==> src/include/otwdt_pkg.sv <==
package otwdt_pkg;

    // Service port decode and key bytes
    localparam logic [7:0] OTW_SVC_ADDR = 8'ha6;
    localparam logic [7:0] OTW_KEY_FIRST = 8'h1e;
    localparam logic [7:0] OTW_KEY_SECOND = 8'he1;

    // Counter geometry
    localparam int OTW_CNT_W = 14;
    localparam int OTW_OVF_COUNT = 16383;

    // Machine cycle length in oscillator periods
    localparam logic [3:0] OTW_MCYC_6CLK = 4'h6;
    localparam logic [3:0] OTW_MCYC_12CLK = 4'hc;

    // Reset-out pulse length, in oscillator periods
    localparam int OTW_OSC_PERIOD_NS = 50;
    localparam int OTW_CLK_PERIOD_NS = 50;
    localparam int OTW_PULSE_6CLK_OSC = 98;
    localparam int OTW_PULSE_12CLK_OSC = 196;
    localparam int OTW_PULSE_6CLK_CYC_I =
        (OTW_PULSE_6CLK_OSC * OTW_OSC_PERIOD_NS + OTW_CLK_PERIOD_NS - 1) / OTW_CLK_PERIOD_NS;
    localparam int OTW_PULSE_12CLK_CYC_I =
        (OTW_PULSE_12CLK_OSC * OTW_OSC_PERIOD_NS + OTW_CLK_PERIOD_NS - 1) / OTW_CLK_PERIOD_NS;
    localparam logic [7:0] OTW_PULSE_6CLK_CYC = 8'(OTW_PULSE_6CLK_CYC_I);
    localparam logic [7:0] OTW_PULSE_12CLK_CYC = 8'(OTW_PULSE_12CLK_CYC_I);

    // Key sequence tracker
    typedef enum logic [0:0] {
        OTW_SEQ_IDLE,
        OTW_SEQ_GOT_FIRST
    } otw_seq_t;

    typedef struct packed {
        otw_seq_t seq;
        logic armed;
        logic [OTW_CNT_W-1:0] cnt;
        logic [3:0] pre;
        logic [7:0] pulse_cnt;
        logic pin_drv;
        logic pin_oe_n;
        logic chip_rst;
    } otw_state_t;

    localparam otw_state_t OTW_STATE_RST = '{
        seq: OTW_SEQ_IDLE, armed: 1'b0, cnt: '0, pre: 4'h0,
        pulse_cnt: 8'h00, pin_drv: 1'b0, pin_oe_n: 1'b1, chip_rst: 1'b0
    };

endpackage : otwdt_pkg

==> src/hdl/otwdt_top.sv <==
`timescale 1ns/1ps
// Summary of operation
// RL1 - After reset the counter is stopped until the arming pair is written.
// RL2 - Writing 1E then E1 to the service port at A6 arms counting.
// RL3 - While armed the counter advances by one each machine cycle.
// RL4 - Once armed nothing disables it except a reset or its own overflow.
// RL5 - A 14-bit count reaching 3FFF overflows and issues a full chip reset.
// RL6 - While armed the same key pair restarts the counter from zero.
// RL7 - Software must restart the counter within every 16383 machine cycles.
// RL8 - Service port is write only; the count cannot be read or written.
// RL9 - Overflow drives the reset pin high for 98 or 196 oscillator periods.
// RL10 - Software should place the restart pair in periodically executed code.
// RL11 - A machine cycle is six or twelve oscillator periods by clock mode.
// RL12 - A first key followed by any value other than E1 or 1E abandons the sequence silently.
module otwdt_top
    import otwdt_pkg::*;
#(
    parameter int OVF_COUNT = OTW_OVF_COUNT
) (
    // Clock and reset
    input wire logic core_clk_i,
    input wire logic rst_n_i,
    // Special function register write port
    input wire logic sfr_wr_i,
    input wire logic [7:0] sfr_addr_i,
    input wire logic [7:0] sfr_wdata_i,
    // Clock mode, high for 6-clock mode
    input wire logic mode_6clk_i,
    // Reset pin drive and chip reset
    output logic rst_pin_o,
    output logic rst_pin_oe_n_o,
    output logic chip_reset_o,
    // Status
    output logic armed_o
);

    localparam logic [OTW_CNT_W-1:0] CNT_LAST = OTW_CNT_W'(OVF_COUNT - 1);

    if (OVF_COUNT < 2 || OVF_COUNT > (1 << OTW_CNT_W) - 1) begin : g_bad_ovf
        $error("OVF_COUNT does not fit the counter");
    end

    otw_state_t q;
    otw_state_t next_q;
    logic svc_wr;
    logic tick;
    logic restart;
    logic ovf;
    logic [3:0] mcyc_len;

    function automatic logic [3:0] otw_mcyc(input logic six);
        otw_mcyc = six ? OTW_MCYC_6CLK : OTW_MCYC_12CLK;
    endfunction : otw_mcyc

    // RL8 write only decode
    assign svc_wr = sfr_wr_i && (sfr_addr_i == OTW_SVC_ADDR) && !q.pin_drv;
    assign mcyc_len = otw_mcyc(mode_6clk_i);
    // RL11 machine cycle tick
    assign tick = (q.pre >= mcyc_len - 4'h1);
    // RL2 ordered key pair
    assign restart = svc_wr && (q.seq == OTW_SEQ_GOT_FIRST) && (sfr_wdata_i == OTW_KEY_SECOND);
    // RL5 overflow detect
    assign ovf = q.armed && tick && (q.cnt == CNT_LAST) && !restart;

    always_comb begin
        next_q = q;
        next_q.chip_rst = 1'b0;
        next_q.pre = tick ? 4'h0 : q.pre + 4'h1;

        // RL12 sequence abandon
        if (svc_wr) begin
            if (sfr_wdata_i == OTW_KEY_FIRST) begin
                next_q.seq = OTW_SEQ_GOT_FIRST;
            end else begin
                next_q.seq = OTW_SEQ_IDLE;
            end
        end

        // RL6 restart from zero
        if (restart) begin
            next_q.armed = 1'b1;
            next_q.cnt = '0;
        end else if (ovf) begin
            // RL4 disarm on overflow
            next_q.armed = 1'b0;
            next_q.cnt = '0;
            next_q.seq = OTW_SEQ_IDLE;
            next_q.chip_rst = 1'b1;
            // RL9 pulse length select
            next_q.pin_drv = 1'b1;
            next_q.pulse_cnt = (mode_6clk_i ? OTW_PULSE_6CLK_CYC : OTW_PULSE_12CLK_CYC) - 8'h01;
        end else if (q.armed && tick) begin
            // RL3 count machine cycles
            next_q.cnt = q.cnt + 1'b1;
        end

        // RL9 pulse countdown
        if (q.pin_drv) begin
            if (q.pulse_cnt == 8'h00) begin
                next_q.pin_drv = 1'b0;
            end else begin
                next_q.pulse_cnt = q.pulse_cnt - 8'h01;
            end
        end
        next_q.pin_oe_n = !next_q.pin_drv;
    end

    // RL1 stopped after reset
    always_ff @(posedge core_clk_i or negedge rst_n_i) begin
        if (!rst_n_i) begin
            q <= OTW_STATE_RST;
        end else begin
            q <= next_q;
        end
    end

    assign rst_pin_o = q.pin_drv;
    assign rst_pin_oe_n_o = q.pin_oe_n;
    assign chip_reset_o = q.chip_rst;
    assign armed_o = q.armed;

    // RL1 no arming without pair
    a_stay_disarmed: assert property (@(posedge core_clk_i) disable iff (!rst_n_i) // RL1
        !q.armed && !restart |=> !q.armed)
        else $error("Watchdog armed without key pair");

    // RL2 first key tracked
    a_first_key: assert property (@(posedge core_clk_i) disable iff (!rst_n_i) // RL2
        svc_wr && sfr_wdata_i == OTW_KEY_FIRST && !ovf |=> q.seq == OTW_SEQ_GOT_FIRST)
        else $error("First key not tracked");

    // RL2 pair arms counter
    a_pair_arms: assert property (@(posedge core_clk_i) disable iff (!rst_n_i) // RL2
        sfr_wr_i && sfr_addr_i == OTW_SVC_ADDR && !q.pin_drv
        && q.seq == OTW_SEQ_GOT_FIRST && sfr_wdata_i == OTW_KEY_SECOND
        |=> q.armed && q.cnt == '0)
        else $error("Key pair did not arm and clear");

    // RL4 no disarm while armed
    a_no_disarm: assert property (@(posedge core_clk_i) disable iff (!rst_n_i) // RL4
        q.armed && !(tick && q.cnt == CNT_LAST) |=> q.armed)
        else $error("Watchdog disarmed without overflow");

    // RL3 step per cycle
    a_count_step: assert property (@(posedge core_clk_i) disable iff (!rst_n_i) // RL3
        q.armed && tick && !restart && q.cnt != CNT_LAST
        |=> q.cnt == $past(q.cnt) + 1'b1)
        else $error("Counter failed to step");

    // RL11 hold between ticks
    a_count_hold: assert property (@(posedge core_clk_i) disable iff (!rst_n_i) // RL11
        !tick && !restart |=> q.cnt == $past(q.cnt))
        else $error("Counter moved between machine cycles");

    // RL11 six clock spacing
    a_tick_six: assert property (@(posedge core_clk_i) disable iff (!rst_n_i) // RL11
        tick && mode_6clk_i ##1 mode_6clk_i[*6]
        |-> tick && !$past(tick, 1) && !$past(tick, 2) && !$past(tick, 3)
        && !$past(tick, 4) && !$past(tick, 5))
        else $error("Machine cycle not six clocks");

    // RL5 overflow resets chip
    a_ovf_reset: assert property (@(posedge core_clk_i) disable iff (!rst_n_i) // RL5
        q.armed && tick && q.cnt == CNT_LAST && !restart
        |=> chip_reset_o && !armed_o && rst_pin_o && !rst_pin_oe_n_o ##1 !chip_reset_o)
        else $error("Overflow did not reset chip");

    // RL9 pulse length start
    a_pulse_start: assert property (@(posedge core_clk_i) disable iff (!rst_n_i) // RL9
        $rose(q.pin_drv) |-> q.pulse_cnt == ($past(mode_6clk_i) ?
            OTW_PULSE_6CLK_CYC - 8'h01 : OTW_PULSE_12CLK_CYC - 8'h01))
        else $error("Reset pulse length wrong");

    // RL9 pulse does not end early
    a_pulse_end: assert property (@(posedge core_clk_i) disable iff (!rst_n_i) // RL9
        q.pin_drv && q.pulse_cnt != 8'h00 |=> q.pin_drv && q.pulse_cnt == $past(q.pulse_cnt) - 8'h01)
        else $error("Reset pulse ended early");

    // RL12 wrong second byte
    a_seq_abort: assert property (@(posedge core_clk_i) disable iff (!rst_n_i) // RL12
        svc_wr && q.seq == OTW_SEQ_GOT_FIRST && sfr_wdata_i != OTW_KEY_SECOND
        && sfr_wdata_i != OTW_KEY_FIRST && !ovf
        |=> q.seq == OTW_SEQ_IDLE && q.armed == $past(q.armed)
        && (q.cnt == $past(q.cnt) || q.cnt == $past(q.cnt) + 1'b1))
        else $error("Bad second byte not abandoned");

    // RL6 restart clears count
    a_restart_zero: assert property (@(posedge core_clk_i) disable iff (!rst_n_i) // RL6
        q.armed && restart |=> q.cnt == '0 && q.armed)
        else $error("Restart did not clear counter");

    // RL11 twelve clock spacing
    a_tick_twelve: assert property (@(posedge core_clk_i) disable iff (!rst_n_i) // RL11
        tick && !mode_6clk_i ##1 (!mode_6clk_i)[*8] ##1 (!mode_6clk_i)[*4]
        |-> tick && !$past(tick, 1) && !$past(tick, 2) && !$past(tick, 3) && !$past(tick, 4)
        && !$past(tick, 5) && !$past(tick, 6) && !$past(tick, 7) && !$past(tick, 8)
        && !$past(tick, 9) && !$past(tick, 10) && !$past(tick, 11))
        else $error("Machine cycle not twelve clocks");

    // RL9 pin released after pulse
    a_pulse_release: assert property (@(posedge core_clk_i) disable iff (!rst_n_i) // RL9
        q.pin_drv && q.pulse_cnt == 8'h00 |=> !rst_pin_o && rst_pin_oe_n_o)
        else $error("Reset pin not released");

    // RL9 writes locked out
    a_pulse_no_arm: assert property (@(posedge core_clk_i) disable iff (!rst_n_i) // RL9
        q.pin_drv |=> !q.armed)
        else $error("Armed during reset pulse");

    // RL5 chip reset source
    a_reset_source: assert property (@(posedge core_clk_i) disable iff (!rst_n_i) // RL5
        chip_reset_o |-> $past(q.armed) && $past(q.cnt) == CNT_LAST && rst_pin_o)
        else $error("Chip reset without overflow");

    // RL4 overflow clears state
    a_ovf_clears: assert property (@(posedge core_clk_i) disable iff (!rst_n_i) // RL4
        chip_reset_o |-> !armed_o && q.cnt == '0 && q.seq == OTW_SEQ_IDLE)
        else $error("Overflow left state behind");

    // RL2 other addresses ignored
    a_other_addr: assert property (@(posedge core_clk_i) disable iff (!rst_n_i) // RL2
        sfr_wr_i && sfr_addr_i != OTW_SVC_ADDR && !ovf |=> q.seq == $past(q.seq))
        else $error("Foreign write moved key sequence");

endmodule : otwdt_top

==> config.mk <==
export PLATFORM = sky130hd
export DESIGN_NAME = otwdt_top
export DESIGN_NICKNAME = d
export VERILOG_FILES = /design/src/include/otwdt_pkg.sv /design/src/hdl/otwdt_top.sv
export SDC_FILE = /design/constraint.sdc
export NUM_CORES = 1
export LEC_CHECK = 0
export ABC_AREA = 1
export BUFFER_PORTS_ARGS = -buffer_cell sky130_fd_sc_hd__buf_4
export CORE_ASPECT_RATIO = 1.2
export CORE_MARGIN = 5
export CORE_UTILIZATION = 45
export DETAILED_ROUTE_END_ITERATION = 8
export PLACE_DENSITY_LB_ADDON = 0.08
export SKIP_LAST_GASP = 1
export SLEW_MARGIN = 10
export SYNTH_ARGS = -nofsm -noshare
export SYNTH_HDL_FRONTEND = slang
export SYNTH_SLANG_ARGS = --single-unit
==> constraint.sdc <==
create_clock -name core_clk_i -period 2.3 [get_ports core_clk_i]
set_input_delay 0 -clock core_clk_i [delete_from_list [all_inputs] [get_ports core_clk_i]]
set_output_delay 0 -clock core_clk_i [all_outputs]
set_load 0.05 [all_outputs]
== Yosys cells after proc, flatten, opt, wreduce, memory -nomap -nowiden ==
Index checks and enable logic that the tools add are counted.
Word-level totals
  register bits after elaboration: 31
  input port bits: 20
  word-level logic and storage cells: 48
Cells by class
  add/subtract/negate cells: 5
  magnitude comparators: 1
  equal/unequal tests: 4
  multiplexer cells: 17
  reductions and logical operators: 13
Operators by type and width (number)
  $mux 14: 2
  $mux 9: 3
  $eq 8x8->1 const B: 2
  $mux 8: 2
  $sub 8x1->8 const B: 2
  $mux 15: 1
  $add 14x1->14 const B: 1
  $eq 14x14->1 const B: 1
  $eq 8x5->1 const B: 1
  $logic_not 8->1: 1
  $mux 4: 2
  $logic_and 1x1->1: 7
  $mux 1: 6
  $add 4x1->4 const B: 1
  $ge 4x4->1: 1
  $sub 4x1->4 const B: 1
  $logic_not 1->1: 3
  $reduce_bool 3->1: 1
  $mux 2: 1
  $reduce_bool 2->1: 1

== Logic depth before layout (Yosys ltp) ==
  depth after elaboration: 12
  gate-level depth with buffers: 12
  gate-level depth less buffers: 12

== Worst setup path before layout ==
No wires, ideal clock.
  kind: reg-to-reg
  start point: reg with a tool-made name
  end point: reg q[20] (netlist bit)
  setup time: 0.120 ns
  arrival time: 1.486 ns
  setup slack: 0.694 ns
  stages on the path, launching flop included: 9
  path buffers: 0
  cell sequence: dfrtp_1 > nor2_2 > nand3b_2 > nor2_4 > nand2_4 > nand2_8 > inv_2 > o21ai_0 > nor2_1
RTL lines
  end signal, assigned: line otwdt_top.sv:113  | q <= next_q;
  end, declared: line otwdt_top.sv:43  | otw_state_t q;

== Worst setup path in the final report ==
  start point: reg q[14] (netlist bit)
  end point: reg q[28] (netlist bit)
Between the ends
  longest elaborated chain between the ends: 6
  elaborated cells on any way between the ends: 7
  classes of those cells: 1 x order compare; 2 x mux; 4 x reduce/logical
Ends and longest elaborated chain
  $ge 4x4->1 (*): line otwdt_top.sv:59  | assign tick = (q.pre >= mcyc_len - 4'h1);
  $logic_and 1x1->1 (*): line otwdt_top.sv:63, otwdt_top.sv:92
  $logic_and 1x1->1 (2 in series): line otwdt_top.sv:63  | assign ovf = q.armed && tick && (q.cnt == CNT_LAST) && !restart;
  $mux 14: line otwdt_top.sv:83  | end else if (ovf) begin
  $mux 15: line otwdt_top.sv:80  | if (restart) begin
Every way passes the cells marked *; elsewhere a longest branch is shown, timed or not.
A chain may end at the register's enable or synchronous reset.

==> metrics <==
die height 86.0 um; largest net degree at the start of global routing 32; Max Slew Vio Count 0; syn nets 314; Placed Area 0.00239 mm^2; skew final 4.55 ps; clock slew at reported path FFs 70 ps; first-pass GRT wire length 8120 um; Seq/Total Area, Yosys 0.359; Netlist cell types 33; DRC viols 0; Maximum Capacitance Violations 0; Routed WL per cell 12.3 um; Post-synth top cells nand2_1 (63), nor2_1 (44), inv_1 (36); P per Cell Area 695 mW/mm^2; Detailed Place HPWL 3530 um; Hold Vio Cnt, Final 0; Critical Path Start Type flip-flop; routed vias 1886; CP required 2510 ps; DRT Wirelength 4590 um; CP dominant cell by count nand2_2; Nets 344; crit-path cells ha_1, a21oi_1, nand2_2, nand2_4, nor2_8, nor2_4, nand2_2, o21ai_1; minimum clock period 1730 ps; IO Pins 24; largest cells by area after synthesis dfrtp_1 (35%), nand2_1 (11%), nor2_1 (7.6%); Synth area leader dfrtp_1; Final setup viols 0; # rows 27; count leader, synth nand2_1; n_diodes 0; Leakage 1.23 nW; HP Class primary input to flip-flop; Worst Setup Path Type flip-flop to flip-flop; area of the die 0.00631 mm^2; top-area cell type share of the netlist area 0.346; clk sinks 31; initial antenna violation count 0; CTS tree yes; Crit. End Element flip-flop; DR vias/cell 5.04; post-layout util 0.538; die width 73.4 um; syn_area_per_cell 7.58 um^2; CORE AREA 0.00463 mm^2; Pwr Total 0.00173 W; Async SR Flop Fraction 1.00; Top FF cell, synth dfrtp_1; Ys Warns 0; Clk Latency, worst-skew pair 280 ps; GP Congestion 0.800; Num CTS Buffers 5; Detail Route Antenna Nets 0; root buf cell clkbuf_8; Pre-antenna DRT Iters 4; Bufs on Longest Clock Path 2; number of synthesized register bits 31; TNS Setup 0 ps; Setup Buffers After CTS 0; design area 0.00249 mm^2; vias in the first global route 1887; H-tree levels 2; Peak VDD IR 0.487 mV; Mapped Area 0.00217 mm^2; starting density of the core 0.468; Tcrit/Tclk final 0.752; outcome finished, final reports clean; RSZ-0062 raised after global routing false; Area growth syn-to-layout 14.9%; share of cells above drive strength 1 0.203; slowest CP cell dfrtp_1; Worst Tran Pin Value 409 ps; slew margin rel. 0.728; WP buf/inv 0; CP peak stage delay 390 ps; cells after synthesis 286; number of synthesized flops with an enable pin 0; drt first-iter violations 55; gr ovfl total 0; Top delay family on crit path simple AND/OR/NAND/NOR gates; Crit path arrival time 1940 ps; GRT Overall Usage 0.161; f_max 0.578 GHz; port bufs 23; Crit Path Max Fanout 6
==> power by group <==
group	internal, W	leakage (nW)	switching, W	total [W]
Clock	0.000234	0.0470	0.000202	0.000436
Combinational	0.000227	0.787	0.000316	0.000543
Sequential	0.000659	0.394	0.0000906	0.000750
Total	0.00112	1.23	0.000608	0.00173
==> sequential cells by signal, summed over array words and instances (netlist names), named ones only <==
name and flops:
armed_o 1, chip_reset_o 1, q 27, rst_pin_oe_n_o 1
==> metrics by stage <==
step                instances  setup slack, ps  hold slack [ps]
finish                    374              569             23.0
global route              374              406             56.5
CTS                       374              541             16.3
detailed placement        366              571            -31.4
global placement          366              590            -27.4
floorplan                 286              694             -296
==> layout by cell type (no fill, tap or decap), drive strengths merged, types with 2 or more instances in the layout <==
cell type   n
inv        39
nand3      20
nand4      15
o21ai      13
xnor2       2
nor2       53
dfrtp      30
nor3b       2
clkbuf      6
a21oi      11
buf        23
xor2        7
nand3b      3
ha          8
nand2      72
nor3        5
==> path summary, 6_finish.rpt <==
path	from	slack (ps)	cells past startpoint	end
setup / recovery	q[14]$_DFF_PN0_	570	8	q[28]$_DFFE_PN0P_
hold / removal	sfr_wdata_i[6]	20	4	q[30]$_DFF_PN0_
setup reg to reg	q[14]$_DFF_PN0_	570	8	q[28]$_DFFE_PN0P_
hold reg to reg	q[11]$_DFF_PN0_	490	1	q[11]$_DFF_PN0_
max in group asynchronous	rst_n_i	1780	2	rst_pin_oe_n_o$_DFF_PN1_
min in group asynchronous	rst_n_i	190	2	q[25]$_DFFE_PN0P_
==> timing repair <==
item / CTS / global route
hold buffers: 1 / 0
hold endpoints to repair: 31 / 0
setup endpoints to repair: 0 / 0
resized for setup: 0 / 0
==> final cells by class <==
| type | count | area [um^2] |
|---|---|---|
| Fill cell | 455 | 2140 |
| Multi-Input combinational cell | 215 | 1220 |
| Sequential cell | 31 | 777 |
| Timing Repair Buffer | 24 | 183 |
| Inverter | 39 | 146 |
| Clock buffer | 6 | 82.6 |
| Tap cell | 58 | 72.6 |
| Clock inverter | 1 | 5.00 |
==> layer usage <==
layer  wire (um)  part of all wire  GRT usage
met2        2360              0.51      0.291
met1        1950              0.43      0.183
met5           0                 0          0
met3         178             0.039     0.0317
met4          95             0.021     0.0610
==> worst min-delay path, cell delays in order <==
cell      delay [ps]
buf_4             90
nor4_1            40
nand3b_1          70
a21oi_1           60
==> cell families (layout without fill, tap and decap cells) <==
family	after synthesis	count (layout)	share of synthesized area
xor+xnor	9	9	0.0364
fa+ha+maj	8	8	0.0462
simple gates	171	171	0.404
compound gates	27	27	0.0779
flops	31	31	0.359
buf+inv	40	70	0.0768
Note: power is estimated with default switching activity, not from simulation.
